<file path="src/inc/ebio_pkg.sv">
package ebio_pkg;

  // ----------------------------------------------------------------
  // Geometry
  // ----------------------------------------------------------------
  localparam int BANKS = 8;
  localparam int BANK_W = 8;
  localparam int EXT_W = BANKS * BANK_W;
  localparam int STD_W = 8;
  localparam int PAIRS = BANKS / 2;
  localparam int ADDR_W = 8;
  localparam int DATA_W = 32;
  localparam int PT_W = 7;
  localparam int BIDX_W = 4;

  // ----------------------------------------------------------------
  // Register byte offsets
  // ----------------------------------------------------------------
  localparam logic [ADDR_W-1:0] OFS_CFG = 8'h00;
  localparam logic [ADDR_W-1:0] OFS_STD = 8'h04;
  localparam logic [ADDR_W-1:0] OFS_WORD0 = 8'h08;
  localparam logic [ADDR_W-1:0] OFS_WORD3 = 8'h14;
  localparam logic [ADDR_W-1:0] OFS_SET = 8'h18;
  localparam logic [ADDR_W-1:0] OFS_CLR = 8'h1C;
  localparam logic [ADDR_W-1:0] OFS_ASG = 8'h20;
  localparam logic [ADDR_W-1:0] OFS_BIDX = 8'h24;
  localparam logic [ADDR_W-1:0] OFS_BIN = 8'h28;
  localparam logic [ADDR_W-1:0] OFS_BVAR = 8'h2C;
  localparam logic [ADDR_W-1:0] OFS_PIDX = 8'h30;
  localparam logic [ADDR_W-1:0] OFS_PIN = 8'h34;

  // ----------------------------------------------------------------
  // Fields, point numbering and reset values
  // ----------------------------------------------------------------
  localparam int ASG_VAL_BIT = 8;
  localparam logic [PT_W-1:0] PT_STD_FIRST = 7'h01;
  localparam logic [PT_W-1:0] PT_STD_LAST = 7'h08;
  localparam logic [PT_W-1:0] PT_EXT_FIRST = 7'h11;
  localparam logic [PT_W-1:0] PT_EXT_LAST = 7'h50;
  localparam logic [BIDX_W-1:0] BANK_SEL_OFS = 4'h2;
  localparam logic [BANK_W-1:0] CFG_RST = 8'h00;
  localparam logic [STD_W-1:0] STD_RST = 8'h00;
  localparam logic [EXT_W-1:0] EXT_RST = 64'h0;
  localparam logic [BIDX_W-1:0] BIDX_RST = 4'h2;
  localparam logic [PT_W-1:0] PIDX_RST = 7'h11;

  typedef enum logic [1:0] {
    EBIO_IDLE = 2'b00,
    EBIO_ACK = 2'b01
  } ebio_state_t;

endpackage

</file>
<file path="src/logic/ebio_bank_io.sv">
`timescale 1ns/10ps
module ebio_bank_io
  import ebio_pkg::*;
(
  input wire logic [BANKS-1:0] cfg,
  input wire logic [EXT_W-1:0] extLatch,
  input wire logic [EXT_W-1:0] extIn,
  input wire logic [BIDX_W-1:0] bankIdx,
  output logic [EXT_W-1:0] extOut,
  output logic [EXT_W-1:0] extOe,
  output logic [BANK_W-1:0] bankVal
);

  logic [BANK_W-1:0] bankPick [BANKS];

  // -----------------------------------------------------------------
  // Per-bank pin drive and input selection
  // -----------------------------------------------------------------
  // An input bank drives low data so nothing fights the field side.
  for (genvar k = 0; k < BANKS; k++) begin : gBank
    assign extOe[k*BANK_W +: BANK_W] = {BANK_W{cfg[k]}};
    assign extOut[k*BANK_W +: BANK_W] =
      extLatch[k*BANK_W +: BANK_W] & {BANK_W{cfg[k]}};
    assign bankPick[k] =
      (bankIdx == BANK_SEL_OFS + BIDX_W'(k)) ?
      extIn[k*BANK_W +: BANK_W] : '0;
  end

  // Only one bank can match, so an OR of the picks is the mux.
  always_comb begin
    bankVal = '0;
    for (int k = 0; k < BANKS; k++) begin
      bankVal = bankVal | bankPick[k];
    end
  end

endmodule

</file>
<file path="src/logic/ebio_point_decode.sv">
`timescale 1ns/10ps
module ebio_point_decode
  import ebio_pkg::*;
(
  input wire logic [PT_W-1:0] pointNum,
  output logic isStd,
  output logic isExt,
  output logic [5:0] extIdx,
  output logic [2:0] stdIdx
);

  logic [PT_W-1:0] extOff;
  logic [PT_W-1:0] stdOff;

  // Points 17 to 80 map onto the bank bits consecutively.
  always_comb begin
    isStd = (pointNum >= PT_STD_FIRST) && (pointNum <= PT_STD_LAST);
    isExt = (pointNum >= PT_EXT_FIRST) && (pointNum <= PT_EXT_LAST);
    extOff = pointNum - PT_EXT_FIRST;
    stdOff = pointNum - PT_STD_FIRST;
    extIdx = extOff[5:0];
    stdIdx = stdOff[2:0];
  end

endmodule

</file>
<file path="src/logic/ebio_top.sv">
// Implementation choices: the address map and the Avalon-MM register port.
`timescale 1ns/10ps
module ebio_top
  import ebio_pkg::*;
(
  input wire logic clk_sys,
  input wire logic rst,
  input wire logic [ADDR_W-1:0] avs_address,
  input wire logic avs_read,
  input wire logic avs_write,
  input wire logic [DATA_W-1:0] avs_writedata,
  input wire logic [3:0] avs_byteenable,
  output logic [DATA_W-1:0] avs_readdata,
  output logic avs_waitrequest,
  input wire logic [STD_W-1:0] stdIn,
  output logic [STD_W-1:0] stdOut,
  input wire logic [EXT_W-1:0] extIn,
  output logic [EXT_W-1:0] extOut,
  output logic [EXT_W-1:0] extOe
);

  // -----------------------------------------------------------------
  // State
  // -----------------------------------------------------------------
  typedef struct packed {
    ebio_state_t st;
    logic [BANKS-1:0] cfg;
    logic [STD_W-1:0] stdOut;
    logic [EXT_W-1:0] ext;
    logic [BIDX_W-1:0] bankIdx;
    logic [PT_W-1:0] pointIdx;
    logic [BANK_W-1:0] bankVar;
    logic pointBit;
    logic [DATA_W-1:0] rdata;
  } ebio_regs_t;

  ebio_regs_t r_reg;
  ebio_regs_t r_next;

  logic req;
  logic accept;
  logic wrStd;
  logic wrExt;
  logic [5:0] wrExtIdx;
  logic [2:0] wrStdIdx;
  logic rdStd;
  logic rdExt;
  logic [5:0] rdExtIdx;
  logic [2:0] rdStdIdx;
  logic [BANK_W-1:0] bankVal;
  logic [ADDR_W-1:0] wordOff;
  logic [1:0] pairSel;
  logic isCmd;
  logic cmdVal;
  logic cmdHit;

  // -----------------------------------------------------------------
  // Point decoders for commands and for the single-point read
  // -----------------------------------------------------------------
  ebio_point_decode uWrPt (
    .pointNum(avs_writedata[PT_W-1:0]),
    .isStd(wrStd),
    .isExt(wrExt),
    .extIdx(wrExtIdx),
    .stdIdx(wrStdIdx)
  );

  ebio_point_decode uRdPt (
    .pointNum(r_reg.pointIdx),
    .isStd(rdStd),
    .isExt(rdExt),
    .extIdx(rdExtIdx),
    .stdIdx(rdStdIdx)
  );

  ebio_bank_io uBanks (
    .cfg(r_reg.cfg),
    .extLatch(r_reg.ext),
    .extIn(extIn),
    .bankIdx(r_reg.bankIdx),
    .extOut(extOut),
    .extOe(extOe),
    .bankVal(bankVal)
  );

  // -----------------------------------------------------------------
  // Bus handshake
  // -----------------------------------------------------------------
  // Every access waits exactly one cycle; read data is set up in that
  // cycle so the mux never sits in the path to readdata.
  assign req = avs_read | avs_write;
  assign accept = req && (r_reg.st == EBIO_ACK);
  assign avs_waitrequest = req && (r_reg.st != EBIO_ACK);
  assign avs_readdata = r_reg.rdata;
  assign stdOut = r_reg.stdOut;

  // Word registers sit on a four-byte stride from the first pair.
  assign wordOff = avs_address - OFS_WORD0;
  assign pairSel = wordOff[3:2];
  assign isCmd = (avs_address == OFS_SET) ||
                 (avs_address == OFS_CLR) ||
                 (avs_address == OFS_ASG);
  // Assign takes its value from the data, set and clear are fixed.
  assign cmdVal = (avs_address == OFS_SET) ? 1'b1 :
                  (avs_address == OFS_CLR) ? 1'b0 :
                  avs_writedata[ASG_VAL_BIT];
  // A command lands on any standard point, or on an extended point of an output bank.
  assign cmdHit = (wrExt && r_reg.cfg[wrExtIdx[5:3]]) || wrStd;

  // -----------------------------------------------------------------
  // Next-state logic
  // -----------------------------------------------------------------
  always_comb begin
    r_next = r_reg;
    // Both bank views come from this one flop, so they never differ.
    r_next.bankVar = bankVal;
    // Raw pin level: the pull-up makes an open contact read one.
    r_next.pointBit = rdExt ? extIn[rdExtIdx] :
                      rdStd ? stdIn[rdStdIdx] : 1'b0;
    case (r_reg.st)
      EBIO_IDLE: begin
        if (req) begin
          r_next.st = EBIO_ACK;
        end
        if (avs_read) begin
          r_next.rdata = '0;
          if (avs_address == OFS_CFG) begin
            r_next.rdata[BANKS-1:0] = r_reg.cfg;
          end else if (avs_address == OFS_STD) begin
            r_next.rdata[STD_W-1:0] = r_reg.stdOut;
          end else if ((avs_address >= OFS_WORD0) &&
                       (avs_address <= OFS_WORD3) &&
                       (wordOff[1:0] == 2'b00)) begin
            r_next.rdata[2*BANK_W-1:0] =
              r_reg.ext[pairSel*2*BANK_W +: 2*BANK_W];
          end else if (avs_address == OFS_BIDX) begin
            r_next.rdata[BIDX_W-1:0] = r_reg.bankIdx;
          end else if (avs_address == OFS_BIN) begin
            r_next.rdata[BANK_W-1:0] = r_reg.bankVar;
          end else if (avs_address == OFS_BVAR) begin
            r_next.rdata[BANK_W-1:0] = r_reg.bankVar;
          end else if (avs_address == OFS_PIDX) begin
            r_next.rdata[PT_W-1:0] = r_reg.pointIdx;
          end else if (avs_address == OFS_PIN) begin
            r_next.rdata[0] = r_reg.pointBit;
          end
        end
      end
      EBIO_ACK: begin
        r_next.st = EBIO_IDLE;
        if (avs_write) begin
          if (avs_address == OFS_CFG) begin
            if (avs_byteenable[0]) begin
              r_next.cfg = avs_writedata[BANKS-1:0];
            end
          end else if (avs_address == OFS_STD) begin
            if (avs_byteenable[0]) begin
              r_next.stdOut = avs_writedata[STD_W-1:0];
            end
          end else if ((avs_address >= OFS_WORD0) &&
                       (avs_address <= OFS_WORD3) &&
                       (wordOff[1:0] == 2'b00)) begin
            // Each byte lane lands only if its bank is an output.
            for (int j = 0; j < 2; j++) begin
              if (avs_byteenable[j] && r_reg.cfg[pairSel*2+j]) begin
                r_next.ext[(pairSel*2+j)*BANK_W +: BANK_W] =
                  avs_writedata[j*BANK_W +: BANK_W];
              end
            end
          end else if (isCmd) begin
            if (avs_byteenable[0] && cmdHit) begin
              if (wrExt) begin
                r_next.ext[wrExtIdx] = cmdVal;
              end else begin
                r_next.stdOut[wrStdIdx] = cmdVal;
              end
            end
            // Any other point number leaves the pins alone.
          end else if (avs_address == OFS_BIDX) begin
            if (avs_byteenable[0]) begin
              r_next.bankIdx = avs_writedata[BIDX_W-1:0];
            end
          end else if (avs_address == OFS_PIDX) begin
            if (avs_byteenable[0]) begin
              r_next.pointIdx = avs_writedata[PT_W-1:0];
            end
          end
        end
      end
      default: begin
        r_next.st = EBIO_IDLE;
      end
    endcase
  end

  // -----------------------------------------------------------------
  // State register
  // -----------------------------------------------------------------
  // Extended outputs start undriven-safe: every bank is an input; stdOut starts driven low.
  always_ff @(posedge clk_sys or posedge rst) begin
    if (rst) begin
      r_reg.st <= EBIO_IDLE;
      r_reg.cfg <= CFG_RST;
      r_reg.stdOut <= STD_RST;
      r_reg.ext <= EXT_RST;
      r_reg.bankIdx <= BIDX_RST;
      r_reg.pointIdx <= PIDX_RST;
      r_reg.bankVar <= '0;
      r_reg.pointBit <= 1'b0;
      r_reg.rdata <= '0;
    end else begin
      r_reg <= r_next;
    end
  end

  logic wrAcc;
  assign wrAcc = accept && avs_write;
endmodule

</file>
<file path="config.mk">
export PLATFORM = sky130hd
export DESIGN_NAME = ebio_top
export DESIGN_NICKNAME = d
export VERILOG_FILES = /design/src/inc/ebio_pkg.sv /design/src/logic/ebio_bank_io.sv /design/src/logic/ebio_point_decode.sv /design/src/logic/ebio_top.sv
export SDC_FILE = /design/constraint.sdc
export NUM_CORES = 1
export LEC_CHECK = 0
export BUFFER_PORTS_ARGS = -buffer_cell sky130_fd_sc_hd__buf_4
export CAP_MARGIN = 5
export CORE_AREA = 2 2 147 149
export DETAILED_ROUTE_END_ITERATION = 8
export DIE_AREA = 0 0 149 151
export PLACE_DENSITY = 0.84
export SLEW_MARGIN = 40
export SYNTH_ARGS = -nofsm -noshare
export SYNTH_HDL_FRONTEND = slang
export SYNTH_SLANG_ARGS = --single-unit
</file>
<file path="constraint.sdc">
create_clock -name clk_sys -period 3.8 [get_ports clk_sys]
set_input_delay 0.38 -clock clk_sys [delete_from_list [all_inputs] [get_ports clk_sys]]
set_output_delay 0.38 -clock clk_sys [all_outputs]
set_load 0.01 [all_outputs]
</file>
==> results by group, run 1 <==
Route
  – Vias per cell: 6.36
  – Post-route DRC: 0
  – Routed Antenna Nets: 0
  – Initial DRC count: 1341
  – Router iterations before antenna repair: 6
  – Post-Route WL: 34500 um
  – Via count: between 9000 and 10000
  – Wirelength per Cell: 22.2 um

Layout
  – Nets: 1395
  – Most frequent cells in the layout: 322 x buf_4, 113 x dfrtp_1, 110 x a21oi_1
  – Post-layout util: 58.3%
  – Number of flip-flops under the largest register name: 93
  – ANT cells: 0
  – Fill cells: about 1800
  – Layout cells sized above 1: 35.7%
  – P&R area growth vs syn: 23.2%
  – Commonest non-fill, non-tap cell in the layout: buf_4

Clock tree
  – Worst-Skew Late Latency: 0.43 ns
  – Clock Sinks: 117
  – Clock transition at path regs: 0.06 ns
  – CTS root buf: clkbuf_16
  – CTS tree: yes
  – CTS Hold Buffers Added: 0
  – H-tree depth: 4
  – Total CTS buffers: 17
  – Post-CTS Setup Bufs: 0
  – Resize count post-CTS: 0
  – Clock Path Buffers: 2

Logic synthesis
  – EDFF count, synth: 0
  – Gate Count Post-Synth: around 1100
  – Syn avg cell area: approximately 8.9 um^2
  – Yosys reg bits: 117
  – Register area share after synthesis: between 20% and 30%
  – Synth Cell Area: between 0.009 and 0.01 mm^2
  – Syn. warnings: 0
  – Fraction of registers with async set/reset: between 90% and 100%
  – Synth cell types: 71
  – Synth Flop Type: dfrtp_1

Setup path
  – CP top delay family: multiplexers
  – Worst r2r src: r_reg[41]
  – WP buf/inv: 2
  – Startpoint Class: flop
  – Cell seen most often among critical-path stages: mux4_2
  – Crit-path cells: inv_1 -> ha_1 -> buf_4 -> mux4_2 -> mux4_2 -> mux2i_1 -> a21oi_1 -> o311ai_0 -> o21ai_0
  – Critical Path AT: approximately 3.4 ns
  – Slowest cell on crit path: ha_1
  – Reg-to-reg slack, setup: ~0.7 ns
  – Critical Path End Type: flop
  – Critical path fanouts, max: 11
  – Crit path from: r_reg[41]
  – CP peak stage delay: around 0.6 ns
  – WP data required: 4.09 ns
  – Crit Path Class: reg2reg

STA
  – Setup violations, final: 0
  – Final hold vios: 0
  – Unrepaired setup endpoints after global routing: no
  – Crit share post-route: 81.3%
  – Slew Viols, Final: 0
  – Fmax: 324 MHz
  – Relative slew slack: 46.4%
  – Worst-Margin Slew: 0.804 ns
  – Final Skew: 0.00851 ns
  – Min Tclk post-route: 3.09 ns
  – Setup TNS: 0 ns

Floorplanning
  – Core area: 0.0208 mm^2
  – Die Ht: ~150 um
  – Die area: 0.0225 mm^2
  – FP Rows: 53
  – DIE WIDTH: 149 um
  – Initial core utilization: a little under half
  – Num ports: 289

Place
  – Gpl congestion: 0.989
  – Final HPWL DP: ~26000 um
  – Port Buf Inserts: between 200 and 300

Pwr
  – Peak supply drop: 0.000336 V
  – Pleak: 5.28 nW
  – PwrDens: 282 mW/mm^2

Global route
  – Initial antenna violation count: 0
  – Tot GR Track Use: 30.3%
  – Grt total ovfl: 0
  – Vias in the first global route: 9272
  – Largest net degree at the start of global routing: 61
  – First-pass GRT wire length: ~53000 um

Worst hold path
  – Hold Crit Class: in2async

Outcome
  – Status: completed

Flow run
  – Max capacitance violation total: 0
[stage by stage]
stage               hold slack (ns)  power, mW  cell area (um^2)  worst slack, ns  instances
finish                      0.00901       3.42             12100            0.710       1551
global route                 0.0457       3.50             12100            0.425       1551
CTS                           0.130       3.40             12100            0.676       1551
detailed placement            0.482       1.83             11500            0.446       1519
global placement              0.465       1.81             11500            0.315       1519
floorplan                     0.446       1.61              9910          0.00722       1117
[cells by family after synthesis]
| kind of cell | share of synthesized area (%) |
|---|---|
| AND/OR/NAND/NOR | 15.1 |
| adder cells (fa/ha/maj) | 1.52 |
| AO/OA/AOI/OAI | 26.2 |
| flip-flops | 29.8 |
| other | 0.0381 |
| multiplexers | 14.3 |
| XOR/XNOR | 0.445 |
| buffers and inverters | 12.6 |
[cells in the mapped netlist, types with 4 or more instances]
| library cell | count | area, um^2 |
|---|---|---|
| o21ai_0 | 75 | 375 |
| o221ai_1 | 6 | 52.6 |
| mux2_2 | 25 | 282 |
| o21ai_1 | 7 | 35.0 |
| o22ai_1 | 14 | 87.6 |
| or4_1 | 4 | 30.0 |
| nand2b_1 | 5 | 31.3 |
| nand3_1 | 6 | 30.0 |
| dfrtp_1 | 114 | 2850 |
| a21oi_1 | 111 | 556 |
| a22o_1 | 4 | 35.0 |
| clkbuf_1 | 64 | 240 |
| buf_2 | 17 | 85.1 |
| buf_1 | 7 | 26.3 |
| nor2_1 | 48 | 180 |
| and3_1 | 6 | 37.5 |
| nor2b_1 | 8 | 50.1 |
| or3_1 | 7 | 43.8 |
| o31ai_1 | 58 | 435 |
| o211ai_1 | 8 | 60.1 |
| mux2i_1 | 5 | 50.1 |
| a22oi_1 | 63 | 473 |
| a31oi_1 | 9 | 56.3 |
| nor3_1 | 24 | 120 |
| and2_1 | 73 | 457 |
| nand2_1 | 63 | 236 |
| mux4_2 | 48 | 1080 |
| ha_1 | 12 | 150 |
| buf_4 | 107 | 803 |
| o22a_1 | 6 | 52.6 |
| inv_1 | 20 | 75.1 |
| a32o_1 | 13 | 130 |
| a221oi_1 | 6 | 52.6 |
[where the power goes]
group	internal [mW]	switching (mW)	leakage, nW	total [mW]
clock	0.943	0.658	0.274	1.60
sequential	1.26	0.0149	1.61	1.27
combinational	0.224	0.318	3.40	0.541
[final timing paths]
| check | endpoint | cells after the start |
|---|---|---|
| min in group clk_sys | r_reg[132] | 3 |
| hold reg to reg | avs_readdata[5] | 2 |
| max in group asynchronous | r_reg[49] | 3 |
| hold / removal | avs_readdata[10] | 2 |
| setup reg to reg | r_reg[32] | 9 |
| setup / recovery | r_reg[32] | 9 |
[layer usage]
layer	up-vias	global-route usage (%)	share of wire, %
met5	-	0	0
met4	0	11.8	3.8
met3	113	6.30	11
li1	4343	-	-
met2	743	48.8	46
met1	4669	40.3	39
[final cells by class]
class / count / area (um^2) / area share, %
repair buffers: 323 / 2440 / 20.1
well taps: 275 / 344 / 2.84
clock inverters: 12 / 119 / 0.979
multi-input cells: 783 / 5760 / 47.5
clock buffers: 20 / 457 / 3.76
inverters: 21 / 83.8 / 0.691
flip-flops and latches: 117 / 2930 / 24.2
(Power assumes the default switching activity.)
==> inputs of run 2 (changes only) <==
--- a/config.mk
+++ b/config.mk
@@ -5,12 +5,13 @@
 export SDC_FILE = /design/constraint.sdc
 export NUM_CORES = 1
 export LEC_CHECK = 0
+export ABC_AREA = 1
 export BUFFER_PORTS_ARGS = -buffer_cell sky130_fd_sc_hd__buf_4
 export CAP_MARGIN = 5
-export CORE_AREA = 2 2 147 149
+export CORE_AREA = 2 2 152 154
 export DETAILED_ROUTE_END_ITERATION = 8
-export DIE_AREA = 0 0 149 151
-export PLACE_DENSITY = 0.84
+export DIE_AREA = 0 0 154 156
+export PLACE_DENSITY = 0.83
 export SLEW_MARGIN = 40
 export SYNTH_ARGS = -nofsm -noshare
 export SYNTH_HDL_FRONTEND = slang
==> constraint.sdc (replaced) <==
create_clock -name clk_sys -period 3.1 [get_ports clk_sys]
set_input_delay 0.31 -clock clk_sys [delete_from_list [all_inputs] [get_ports clk_sys]]
set_output_delay 0.31 -clock clk_sys [all_outputs]
set_load 0.01 [all_outputs]
==> results by group, run 2 <==
Logic synthesis
  – Syn. warnings: 0 (unchanged)
  – Area leader, netlist: dfrtp_1
  – XOR/XNOR Fraction of Synth Area: 0.237% (-0.21 points)
  – Syn avg cell area: 6.28 um^2 (-30%)
  – Synth top area cells: dfrtp_1 26%, nand2_1 12%, inv_1 10%
  – Post-synthesis mux area share: 0.632% (-14 points)
  – EDFF count, synth: 0 (unchanged)
  – Yosys top cell area share: 25.7% (-3.2 points)
  – Synth Area in Simple Gates: 29.6% (+15 points)
  – Gate Count Post-Synth: 1765 (+60%)
  – Most common cell in the synthesized netlist: nand2_1
  – Yosys reg bits: 117 (unchanged)
  – Post-synth top cells: 357 x nand2_1, 302 x inv_1, 200 x nor2_1
  – Register area share after synthesis: 26.4% (-3.3 points)
  – Main combinational cell family by area after synthesis: simple AND/OR/NAND/NOR gates
  – Fraction of registers with async set/reset: 100% (unchanged)
  – Post-Synth Adder-Cell Area: 1.35% (-0.17 points)
  – Compound-Gate Fraction of Synth Area: 20.3% (-5.9 points)
  – Synth cell types: 51 (-28%)
  – Synth Cell Area: 0.0111 mm^2 (+13%)
  – Synth Flop Type: dfrtp_1

Global route
  – Gr busiest metal: met2
  – Grt total ovfl: 0 (unchanged)
  – First-pass GRT wire length: 68000 um (+30%)
  – Tot GR Track Use: 36.7% (+6.4 points)
  – Vias in the first global route: 12200 (+32%)
  – Initial antenna violation count: 2 (+2)
  – GR Layer Usage met3: 7.36% (+1.1 points)
  – Met2 usage: 58.3% (+9.4 points)
  – Met1 usage in global routing: 48.5% (+8.2 points)
  – Largest net degree at the start of global routing: 118 (+93%)

Setup path
  – Startpoint Class: flop
  – Critical Path AT: 2.80 ns (-0.58 ns)
  – Critical path fanouts, max: 15 (+4)
  – Critical Path End Type: flop
  – Slowest cell on crit path: dfstp_2
  – WP data required: 3.45 ns (-0.64 ns)
  – CP peak stage delay: 0.53 ns (-0.07 ns)
  – Cell seen most often among critical-path stages: inv_1
  – Crit Path Class: reg2reg
  – Crit-path cells: inv_1 -> ha_1 -> xnor2_1 -> inv_1 -> o211ai_1 -> o211ai_1 -> nand3_1 -> nand3b_1 -> nand2_1 -> inv_1 -> o22ai_1

Layout
  – P&R area growth vs syn: 21.6%
  – Commonest non-fill, non-tap cell in the layout: nand2_1
  – Layout cells sized above 1: 21.5% (-14 points)
  – Nets: 2073 (+49%)
  – Number of flip-flops under the largest register name: 93 (unchanged)
  – Most frequent cells in the layout: 356 x nand2_1, 322 x buf_4, 301 x inv_1

Route
  – Via count: 12800 (+30%)
  – Routed Antenna Nets: 0 (unchanged)
  – Post-Route WL: 44400 um (+29%)
  – Vias per cell: 5.72 (-10%)
  – Router iterations before antenna repair: 6 (unchanged)
  – Wirelength per Cell: 19.8 um (-11%)
  – Post-route DRC: 0 (unchanged)
  – Initial DRC count: 1494 (+11%)

Floorplanning
  – FP Rows: 55 (+3.8%)
  – Num ports: 289 (unchanged)
  – Die area: 0.0240 mm^2 (+6.8%)
  – DIE WIDTH: 154 um (+3.4%)
  – Initial core utilization: 49.6% (+2.3 points)
  – Die Ht: 156 um (+3.3%)
  – Core area: 0.0224 mm^2 (+7.4%)

STA
  – Final Skew: 0.0137 ns (+0.00523 ns)
  – Unrepaired setup endpoints after global routing: no
  – Setup violations, final: 0 (unchanged)
  – Crit share post-route: 79.2% (-2.1 points)
  – Fmax: 407 MHz (+26%)
  – Setup TNS: 0 ns (unchanged)
  – Relative slew slack: 47.1% (+0.69 points)
  – Min Tclk post-route: 2.46 ns (-0.633 ns)
  – Slew Viols, Final: 0 (unchanged)
  – Worst-Margin Slew: 0.788 ns (-0.0164 ns)
  – Final hold vios: 0 (unchanged)

Clock tree
  – CTS Hold Buffers Added: 0 (unchanged)
  – CTS tree: yes
  – Clock transition at path regs: 0.06 ns (about the same)
  – Worst-Skew Late Latency: 0.43 ns (about the same)
  – Clock Path Buffers: 2 (unchanged)
  – Clock Sinks: 117 (unchanged)
  – Resize count post-CTS: 0 (unchanged)
  – Total CTS buffers: 17 (unchanged)
  – H-tree depth: 4 (unchanged)
  – CTS root buf: clkbuf_16
  – Post-CTS Setup Bufs: 0 (unchanged)

Pwr
  – Pleak: 7.71 nW (+46%)
  – PwrDens: 334 mW/mm^2 (+19%)
  – Peak supply drop: 0.000347 V (+3.3%)
  – Power Total: 4.51 mW (+32%)

Place
  – Gpl congestion: 0.988 (about the same)
  – Final HPWL DP: 33600 um (+31%)
  – Port Buf Inserts: 254 (unchanged)

Flow run
  – Max capacitance violation total: 0 (unchanged)

Outcome
  – Status: completed

Worst hold path
  – Hold Crit Class: in2async
[run 2: logic make-up after synthesis]
kind of cell	count (synthesis)
AO/OA/AOI/OAI	395
XOR/XNOR	3
adder cells (fa/ha/maj)	12
buffers and inverters	501
flip-flops	117
multiplexers	7
other	1
AND/OR/NAND/NOR	729
[run 2: final timing paths]
check,startpoint,to,slack [ns],cells after the start
setup / recovery,r_reg[41],r_reg[32],0.64,11
hold / removal,rst,r_reg[124],0.07,3
setup reg to reg,r_reg[41],r_reg[32],0.64,11
hold reg to reg,avs_readdata[14],avs_readdata[14],0.49,2
max in group asynchronous,rst,r_reg[113],2.53,3
min in group clk_sys,avs_read,r_reg[132],0.12,3
[run 2: per-stage QoR]
| stage | hold slack [ns] | area, um^2 | worst slack [ns] | utilization (%) | cells |
|---|---|---|---|---|---|
| after floorplan | 0.437 | 11200 | 0.413 | - | 1780 |
| after global placement | 0.467 | 12900 | 0.411 | 57.5 | 2207 |
| after detailed placement | 0.474 | 12900 | 0.395 | 57.5 | 2207 |
| after CTS | 0.113 | 13500 | 0.616 | 60.3 | 2239 |
| after global routing | 0.131 | 13500 | 0.386 | 60.3 | 2239 |
| final | 0.0719 | 13500 | 0.643 | 60.3 | 2240 |
[run 2: area by class of cell]
| cell class | instances | area (um^2) |
|---|---|---|
| multi-input combinational | 1162 | 5860 |
| clock inverter | 8 | 124 |
| antenna | 1 | 2.50 |
| tap | 285 | 357 |
| fill | 2200 | 8880 |
| clock buffer | 24 | 492 |
| timing repair buffer | 328 | 2540 |
| sequential | 117 | 2930 |
| inverter | 315 | 1190 |
[run 2: report_power, final]
group          switching, mW  leakage (nW)  internal (mW)
Combinational          0.550          6.13          0.289
Clock                  0.761         0.296           1.35
Sequential            0.0142          1.28           1.55
[run 2: critical path: cells and delay by family, from the launching register on]
| family | cells | cell delay [ns] |
|---|---|---|
| buffers and inverters | 3 | 0.50 |
| adder cells (fa/ha/maj) | 1 | 0.23 |
| AO/OA/AOI/OAI | 3 | 0.45 |
| flip-flops | 1 | 0.53 |
| XOR/XNOR | 1 | 0.42 |
| AND/OR/NAND/NOR | 3 | 0.25 |
[run 2: routing by layer]
layer	up-vias	share of wire, %
li1	5972	-
met1	5890	40
met2	827	44
met3	130	11
met4	2	4.5
met5	-	0.018
